==> config.mk <==
export PLATFORM = sky130hd
export DESIGN_NAME = ext_register_bus_ctrl
export DESIGN_NICKNAME = d
export VERILOG_FILES = /design/src/ext_bus_pkg.sv /design/src/ext_register_bus_ctrl.sv /design/src/sync2.sv
export VERILOG_INCLUDE_DIRS = /design/src
export SDC_FILE = /design/constraint.sdc
export NUM_CORES = 1
export LEC_CHECK = 0
export BUFFER_PORTS_ARGS = -buffer_cell sky130_fd_sc_hd__buf_2
export CORE_ASPECT_RATIO = 0.8
export CORE_MARGIN = 1.5
export CORE_UTILIZATION = 46
export CTS_BUF_LIST = sky130_fd_sc_hd__clkbuf_16
export CTS_CLUSTER_DIAMETER = 50
export CTS_CLUSTER_SIZE = 25
export DETAILED_ROUTE_END_ITERATION = 6
export PLACE_DENSITY = 0.82
export REMOVE_ABC_BUFFERS = 1
export SKIP_LAST_GASP = 1
export SLEW_MARGIN = 10
export SYNTH_ARGS = -nofsm -noshare
export SYNTH_HDL_FRONTEND = slang
export SYNTH_SLANG_ARGS = --single-unit
==> constraint.sdc <==
create_clock -name ref_clk -period 2 [get_ports ref_clk]
set_clock_uncertainty 0.05 [all_clocks]
set_input_delay 0.2 -clock ref_clk [delete_from_list [all_inputs] [get_ports ref_clk]]
set_output_delay 0.2 -clock ref_clk [all_outputs]
set_load 0.1 [all_outputs]
==> src/ext_bus_cfg.svh <==
// constants of the external register bus control block
`ifndef EXT_BUS_CFG_SVH
`define EXT_BUS_CFG_SVH
`define DATA_W        16
`define SEL_W         3
`define PC_W          12
`define VEC_INT0      12'hfff
`define VEC_INT1      12'hffe
`define VEC_INT2      12'hffd
`define VEC_RESET     12'hffc
`define DATA_RST      16'h0000
`define SEL_RST       3'h0
`define USER_BIT_LO   0
`define USER_BIT_HI   1
`endif

==> src/ext_bus_pkg.sv <==
// types of the external register bus control block
package ext_bus_pkg;
  typedef enum logic [2:0] {
    st_reset,
    st_fetch_vec,
    st_run,
    st_access,
    st_halt,
    st_irq_vec
  } core_state_t;
endpackage

==> src/ext_register_bus_ctrl.sv <==
// pin-level control: external register bus, halt, interrupts, reset vector, user pins
`include "ext_bus_cfg.svh"
`timescale 1ns/10ps
`default_nettype none
module ext_register_bus_ctrl
  import ext_bus_pkg::*;
(
  // clock and resets
  input  wire logic                 ref_clk,
  input  wire logic                 rst,
  input  wire logic                 chip_clear_n,
  // core-side access request
  input  wire logic                 acc_req,
  input  wire logic                 acc_read,
  input  wire logic [`SEL_W-1:0]    acc_sel,
  input  wire logic [`DATA_W-1:0]   acc_wdata,
  output logic                      acc_done,
  output logic      [`DATA_W-1:0]   acc_rdata,
  // external register bus pins
  input  wire logic [`DATA_W-1:0]   ext_data_in,
  output logic      [`DATA_W-1:0]   ext_data_out,
  output logic                      ext_data_oe,
  output logic                      ext_bus_direction,
  output logic      [`SEL_W-1:0]    ext_reg_select,
  output logic                      ext_data_strobe,
  input  wire logic                 ext_ready,
  // program memory vector port
  output logic      [`PC_W-1:0]     vec_addr,
  output logic                      vec_rd,
  input  wire logic [`PC_W-1:0]     vec_data,
  // execution control
  input  wire logic                 halt,
  input  wire logic                 insn_end,
  input  wire logic                 irq_enable,
  input  wire logic [2:0]           interrupt_request_lines,
  output logic                      pc_load,
  output logic      [`PC_W-1:0]     pc_load_value,
  output logic                      exec_nop,
  output logic                      pc_hold,
  output logic                      irq_taken,
  output logic      [1:0]           irq_num,
  // user pins
  input  wire logic [1:0]           branch_test_inputs,
  output logic      [1:0]           branch_test_sync,
  input  wire logic [1:0]           status_user_bits,
  output logic      [1:0]           user_flag_outputs
);

  ////////////////////////////////////////////////////////////////////////////
  core_state_t state_reg;
  logic        clr_meta_reg;
  logic        clr_sync_reg;
  logic        int_rst;
  logic [2:0]  irq_meta_reg;
  logic [2:0]  irq_sync_reg;
  logic [2:0]  irq_prev_reg;
  logic [2:0]  irq_pend_reg;
  logic [2:0]  irq_rise;
  logic [1:0]  irq_sel;
  logic        irq_any;
  logic        rd_cycle_reg;
  logic [1:0]  irq_arm_reg;

  function automatic logic [1:0] irq_pick(input logic [2:0] p);
    if (p[0])
      irq_pick = 2'd0;
    else if (p[1])
      irq_pick = 2'd1;
    else
      irq_pick = 2'd2;
  endfunction

  function automatic logic [`PC_W-1:0] irq_vector(input logic [1:0] n);
    case (n)
      2'd0:    irq_vector = `VEC_INT0;
      2'd1:    irq_vector = `VEC_INT1;
      default: irq_vector = `VEC_INT2;
    endcase
  endfunction

  ////////////////////////////////////////////////////////////////////////////
  // reset: asserted at once by the pin, released through two flops
  always_ff @(posedge ref_clk or negedge chip_clear_n) begin
    if (!chip_clear_n) begin
      clr_meta_reg <= 1'b1;
      clr_sync_reg <= 1'b1;
    end else begin
      clr_meta_reg <= 1'b0;
      clr_sync_reg <= clr_meta_reg;
    end
  end

  // the pin presets clr_sync_reg at once, so no clock is needed to assert
  assign int_rst = rst | clr_sync_reg;

  ////////////////////////////////////////////////////////////////////////////
  // branch test inputs
  sync2 #(.W(2)) u_branch_sync (
    .ref_clk  (ref_clk),
    .rst      (int_rst),
    .async_in (branch_test_inputs),
    .sync_out (branch_test_sync)
  );

  // user outputs are inverted status bits, lower bit to pin zero
  always_ff @(posedge ref_clk) begin
    if (int_rst)
      user_flag_outputs <= 2'b11;
    else begin
      user_flag_outputs[0] <= ~status_user_bits[`USER_BIT_LO];
      user_flag_outputs[1] <= ~status_user_bits[`USER_BIT_HI];
    end
  end

  ////////////////////////////////////////////////////////////////////////////
  // interrupt edge detection and pending flags
  // edges are ignored until the synchroniser has refilled after reset,
  // so a line that idles high raises no request
  assign irq_rise = irq_sync_reg & ~irq_prev_reg & {3{irq_arm_reg == 2'h3}};
  assign irq_any  = |irq_pend_reg;
  assign irq_sel  = irq_pick(irq_pend_reg);

  always_ff @(posedge ref_clk) begin
    if (int_rst) begin
      irq_meta_reg <= 3'b000;
      irq_sync_reg <= 3'b000;
      irq_prev_reg <= 3'b000;
    end else begin
      irq_meta_reg <= interrupt_request_lines;
      irq_sync_reg <= irq_meta_reg;
      irq_prev_reg <= irq_sync_reg;
    end
  end

  always_ff @(posedge ref_clk) begin
    if (int_rst)
      irq_arm_reg <= 2'h0;
    else if (irq_arm_reg != 2'h3)
      irq_arm_reg <= irq_arm_reg + 2'h1;
  end

  always_ff @(posedge ref_clk) begin
    if (int_rst)
      irq_pend_reg <= 3'b000;
    else begin
      for (int i = 0; i < 3; i++) begin
        if (irq_rise[i])
          irq_pend_reg[i] <= 1'b1; // set wins over clear
        else if (state_reg == st_irq_vec && irq_num == i[1:0])
          irq_pend_reg[i] <= 1'b0;
      end
    end
  end

  ////////////////////////////////////////////////////////////////////////////
  // sequencer: reset vector, run, external access, halt, interrupt entry
  always_ff @(posedge ref_clk) begin
    if (int_rst) begin
      state_reg    <= st_reset;
      irq_num      <= 2'd0;
    end else begin
      case (state_reg)
        st_reset:
          state_reg <= st_fetch_vec;
        st_fetch_vec:
          state_reg <= st_run;
        st_run: begin
          if (insn_end && irq_any && irq_enable) begin
            irq_num   <= irq_sel;
            state_reg <= st_irq_vec;
          end else if (halt) begin
            state_reg <= st_halt;
          end else if (acc_req) begin
            state_reg <= st_access;
          end
        end
        st_access:
          if (ext_ready)
            state_reg <= st_run;
        st_halt:
          if (irq_any && irq_enable) begin
            irq_num   <= irq_sel;
            state_reg <= st_irq_vec;
          end
        // the core pushes the pc after the halt, so return resumes past it
        st_irq_vec:
          state_reg <= st_run;
        default:
          state_reg <= st_reset;
      endcase
    end
  end

  // vector fetch address and pc load
  always_comb begin
    vec_rd   = 1'b0;
    vec_addr = `VEC_RESET;
    case (state_reg)
      st_reset: begin
        vec_rd   = 1'b1;
        vec_addr = `VEC_RESET;
      end
      st_irq_vec: begin
        vec_rd   = 1'b1;
        vec_addr = irq_vector(irq_num);
      end
      default: begin
        vec_rd   = 1'b0;
        vec_addr = `VEC_RESET;
      end
    endcase
  end

  always_ff @(posedge ref_clk) begin
    if (int_rst) begin
      pc_load       <= 1'b0;
      pc_load_value <= `VEC_RESET;
      irq_taken     <= 1'b0;
    end else begin
      pc_load       <= (state_reg == st_reset) || (state_reg == st_irq_vec);
      pc_load_value <= vec_data;
      irq_taken     <= (state_reg == st_irq_vec);
    end
  end

  assign exec_nop = (state_reg == st_halt);
  assign pc_hold  = (state_reg == st_halt) || (state_reg == st_access && !ext_ready);

  ////////////////////////////////////////////////////////////////////////////
  // external register bus pins
  always_ff @(posedge ref_clk) begin
    if (int_rst) begin
      ext_reg_select <= `SEL_RST;
      ext_data_out   <= `DATA_RST;
      rd_cycle_reg   <= 1'b0;
    end else if (state_reg == st_run && acc_req && !halt && !(insn_end && irq_any && irq_enable)) begin
      ext_reg_select <= acc_sel;
      ext_data_out   <= acc_wdata;
      rd_cycle_reg   <= acc_read;
    end else if (state_reg == st_access && ext_ready) begin
      rd_cycle_reg   <= 1'b0;
    end
  end

  // select and data frozen while not ready
  assign ext_bus_direction = rd_cycle_reg;
  assign ext_data_oe       = ~rd_cycle_reg;
  assign ext_data_strobe   = ~(state_reg == st_access);
  assign acc_done          = (state_reg == st_access) && ext_ready;

  always_ff @(posedge ref_clk) begin
    if (int_rst)
      acc_rdata <= `DATA_RST;
    else if (state_reg == st_access && ext_ready && rd_cycle_reg)
      acc_rdata <= ext_data_in;
  end

endmodule
`default_nettype wire

==> src/sync2.sv <==
// two flip-flop synchroniser for a vector of asynchronous inputs
`timescale 1ns/10ps
`default_nettype none
module sync2 #(
  parameter int W = 2
) (
  // clock and reset
  input  wire logic         ref_clk,
  input  wire logic         rst,
  // data
  input  wire logic [W-1:0] async_in,
  output logic      [W-1:0] sync_out
);
  logic [W-1:0] meta_reg;

  always_ff @(posedge ref_clk) begin
    if (rst) begin
      meta_reg <= '0;
      sync_out <= '0;
    end else begin
      meta_reg <= async_in;
      sync_out <= meta_reg;
    end
  end
endmodule
`default_nettype wire

== Yosys cells after proc, flatten, opt, wreduce, memory -nomap -nowiden ==
Index checks and enable logic that the tools add are counted.
Cells by class
  bitwise gates (word level): 8
  reduce and logical (&&, ||, !) cells: 29
  multiplexer cells: 22
  eq/ne operators: 13
  add/sub/neg operators: 1
Operators with widths (number)
  $mux W3: 5
  $pmux W3 S5: 1
  $logic_and A1 B1 Y1: 12
  $mux W2: 5
  $reduce_bool A2 Y1: 5
  $mux W1: 9
  $pmux W2 S2: 2
  $and A3 B3 Y3: 2
  $eq A3 B2 Y1 const B: 2
  $eq A3 B3 Y1 const B: 2
  $ne A2 B2 Y1 const B: 3
  $reduce_and A3 Y1: 2
  $eq A2 B2 Y1 const B: 2
  $ne A4 B4 Y1 const B: 1
  $not A1 Y1: 4
  $reduce_or A2 Y1: 2
  $eq A3 B1 Y1 const B: 1
  $logic_not A1 Y1: 3
  $logic_not A3 Y1: 1
  $not A3 Y3: 1
  $reduce_or A3 Y1: 1
  $add A2 B1 Y2 const B: 1
  $eq A2 B1 Y1 const B: 1
  $logic_not A2 Y1: 1
  other kinds (3): 4
Storage, ports and cells
  logic and storage cells: 94
  input port bits: 63
  bits in registers: 77
  output and inout bits: 74

== Depth between registers and ports, before layout ==
  word-level depth: 6
  mapped depth: 6
  mapped depth without buffers: 4

== Cells and area by module ==
A second synthesis with hierarchy kept.
Unflattened totals
  cells, all modules: 310
  area total of the unflattened synthesis: 2995.4 sq um
Modules (own cells, without submodules)
  ext_register_bus_ctrl: times used 1, seq. area each 1473.9 sq um, cells each 302, area each 2890.3 sq um
  sync2: times used 1, seq. area each 80.1 sq um, cells each 8, area each 105.1 sq um

== Worst setup path after synthesis ==
No wires, ideal clock.
  path type: reg-to-output
  from: reg state_reg[0]
  to: out pc_hold
  data required time: 1750 ps
  cell stages (with the launch flop): 4
  buffers on the path: 1
  arrival time: 3200 ps
  slack: -1450 ps
  path through: dfxtp_1 buf_2 nand3b_1 o22ai_1
On the way
  cells in the longest elaborated chain, start to end: 3
  elaborated cells on any way between the ends: 4
  classes of those cells: 2 x eq/ne; 2 x reduce/logical
RTL lines
  start: declaration: RTL line ext_register_bus_ctrl.sv:50  | core_state_t state_reg;
  start signal: assignment: RTL line ext_register_bus_ctrl.sv:159  | state_reg <= st_reset;
  start signal: assignment: RTL line ext_register_bus_ctrl.sv:164  | state_reg <= st_fetch_vec;
  start signal: assignment: RTL line ext_register_bus_ctrl.sv:166  | state_reg <= st_run;
  $eq A3 B2 Y1: RTL line ext_register_bus_ctrl.sv:227  | assign pc_hold = (state_reg == st_halt) || (state_reg == st_access && !ext_ready);
  $logic_and A1 B1 Y1: RTL line ext_register_bus_ctrl.sv:227
  $logic_or A1 B1 Y1 (*): RTL line ext_register_bus_ctrl.sv:227
  end: declaration: RTL line ext_register_bus_ctrl.sv:39  | output logic pc_hold,
Mark *: on every way between the ends. The rest lies on a longest branch, timed or not.

== Final worst setup path ==
  from: reg state_reg[0]
  to: out vec_addr[1]
On the way
  cells in the longest elaborated chain, start to end: 2
RTL lines
  $eq A3 B3 Y1: RTL line ext_register_bus_ctrl.sv:198  | case (state_reg)
  $mux W2: RTL line ext_register_bus_ctrl.sv:198
  end: declaration: RTL line ext_register_bus_ctrl.sv:28  | output logic [`PC_W-1:0] vec_addr,
Every way passes these cells.

==> run metrics <==
outcome complete, no violations; Max FO, Critical Path 6; Finish-stage setup viols 0; RSZ-0062 raised after global routing yes; Tightest Pin Transition ~900 ps; ys flop type dfxtp_1; Tightest Hold Check Type primary input to flip-flop; DRT iter0 DRCs 265; CTS H-tree depth 3; initial core utilization 47.3%; final global-route overflow total 0; Most Used Layer, Global Route met2; first-pass GRT wire length 11.4 mm; area delta synth->final 36.4%; Die H between 70 and 80 µm; clock latency on the worst-skew pair 320 ps; core area between 6000 and 7000 µm²; Die X ~93 µm; GR Util met2 35.6%; Lkg Pwr 1.74 nW; root buf cell clkbuf_16; biggest regs acc_rdata x16, ext_data_out x16, pc_load_value x12; Yosys warning count 0; Die ar. 7010 µm²; endpoint type of the worst setup path primary output; Critical Path RT 1750 ps; Layout Nets around 500; syn avg cell area 9.64 µm²; initial antenna violation count 0; WS Path Type flip-flop to primary output; layout cells sized above 1 36.0%; period utilization 93.3%; grt met1 use 25.1%; vias in the first global route between 2000 and 2500; power per cell area roughly 850 nW/µm²; via count roughly 2700; Pint around 2.6 mW; Rel. slew slack 39.8%; total CTS buffers 9; clk buf depth 2; 1st-pass router iterations 4; clock power share 43.5%; Port Buf Inserts 126; register area share after synthesis between 50 and 60%; ant diodes 0; via density per instance 5.19; ANT nets after route 0; cells after synthesis 311; Final GP Congestion 0.818; Design Area, Final 4090 µm²; crit path time final 1870 ps; MaxCap Viol Count 0; Async S/R FF share, synth 2.60%; Pins Over Slew Limit 0; Placed Area 3690 µm²; EDFF count, synth 0; Sink Count 77; Post-DP HPWL 4.91 mm; Flop pwr share 45.3%; GR Util met3 7.88%; synthesized flop and latch total 77; Comb power frac 11.2%; CTS tree built; Synth cell types 38; Total GRT Usage 21.0%; DRC 0; CP Launch Type flip-flop; VDD IR max between 0.6 and 0.7 mV; achievable clock frequency 536 MHz; largest net degree at the start of global routing 25; Ports 137; WL/cell around 14 µm; postcts setup bufs 0; Syn Std Cell Area 3000 µm²; Net Sw Frac 25.1%; final wirelength approximately 7.2 mm; Row Count 26; clock transition at the registers of the reported paths 50 ps; crit path DAT around 1600 ps; final hold violations 0; Sw Pwr 874 µW; WHS 10.2 ps
[cells in the final DEF (no fill, tap or decap), types with 2 or more instances in the layout]
cell / count
a21oi_1: 39
and2_1: 15
buf_12: 5
buf_2: 121
buf_4: 9
clkbuf_16: 9
clkinv_1: 3
conb_1: 11
dfstp_2: 2
dfxtp_1: 74
dlygate4sd3_1: 11
inv_1: 6
mux2i_1: 3
nand2_1: 4
nand2b_1: 2
nand3_1: 17
nand3b_1: 8
nand4_1: 20
nor2_1: 8
nor3_1: 3
o21ai_0: 17
o31ai_1: 23
or3_1: 11
xor2_1: 2
[critical path, cell delays in order (launching register included)]
cell and delay, ps:
dfxtp_1 520, nand3b_1 290, nor2_1 270, buf_12 210
[per-layer routing]
metal / wire length, µm / vias to the layer above
li1: - / 1355
met1: 3070 / 1257
met2: 3460 / 122
met3: 577 / 8
met4: 84 / 0
met5: 0 / -
[metrics by stage]
step | worst slack, ps | power [mW] | TNS, ps | util [%] | std cells
after floorplan | -1860 | 1.87 | -16690 | - | 281
after global placement | 404 | 1.98 | 0 | 58.1 | 501
after detailed placement | 354 | 1.98 | 0 | 58.1 | 501
after CTS | 59.3 | 3.51 | 0 | 64.3 | 528
after global routing | -5.40 | 3.61 | -5.40 | 64.5 | 528
final | 135 | 3.48 | 0 | 64.5 | 528
[worst paths after layout]
path,slack (ps),endpoint,from,cells past startpoint
max,130,vec_addr[1],state_reg[0]$_SDFFE_PP0P_,3
max in group asynchronous,1570,clr_meta_reg$_DFF_PN1_,chip_clear_n,2
min,10,pc_load_value[9]$_SDFF_PP1_,vec_data[9],2
max reg2reg,360,ext_data_out[3]$_SDFFE_PP0P_,irq_pend_reg[1]$_SDFFE_PP0P_,4
min in group asynchronous,310,clr_sync_reg$_DFF_PN1_,chip_clear_n,2
min reg2reg,310,clr_sync_reg$_DFF_PN1_,clr_meta_reg$_DFF_PN1_,0
[layout make-up]
class / instances / area, µm²
flip-flops and latches: 77 / 1560
multi-input cells: 198 / 1230
clock inverters: 7 / 57.6
repair buffers: 147 / 895
inverters: 6 / 22.5
well taps: 84 / 105
clock buffers: 9 / 225
fillers: 500 / 2250
[kinds of logic (layout without fill, tap and decap cells)]
family | count (synthesis) | after routing | synth area share [%]
xor+xnor | 2 | 2 | 0.584
buf+inv | 45 | 169 | 8.43
simple gates | 93 | 93 | 19.1
fa+ha+maj | 1 | 1 | 0.417
flops | 77 | 77 | 51.8
mux | 3 | 3 | 1.00
other cells | 2 | 11 | 0.251
compound gates | 88 | 88 | 18.4
[cell usage after synthesis (3+ instances only)]
master	instances	area (µm²)
dfxtp_1	75	1500
a21oi_1	40	200
o31ai_1	23	173
nand4_1	20	125
nand3_1	17	85.1
o21ai_0	17	85.1
and2_1	15	93.8
clkbuf_1	12	45.0
buf_4	11	82.6
or3_1	11	68.8
buf_2	10	50.1
nand3b_1	8	60.1
nor2_1	8	30.0
inv_1	5	18.8
buf_6	4	45.0
nand2_1	4	15.0
mux2i_1	3	30.0
nor3_1	3	15.0
[repair_timing]
| item | 4_1_cts | 5_1_grt |
|---|---|---|
| resized for setup | 0 | 3 |
| hold buffers | 11 | 0 |
| endpoints found under the hold margin | 12 | 0 |
| endpoints found under the setup margin | 0 | 4 |
[power groups by stage]
stage,clock network [mW],logic [mW],registers (mW)
final,1.51,0.390,1.58
after global routing,1.62,0.411,1.58
after CTS,1.55,0.389,1.58
after detailed placement,0,0.372,1.61
after global placement,0,0.370,1.61
after floorplan,0,0.151,1.72
Note: power is estimated with default switching activity, not from simulation.
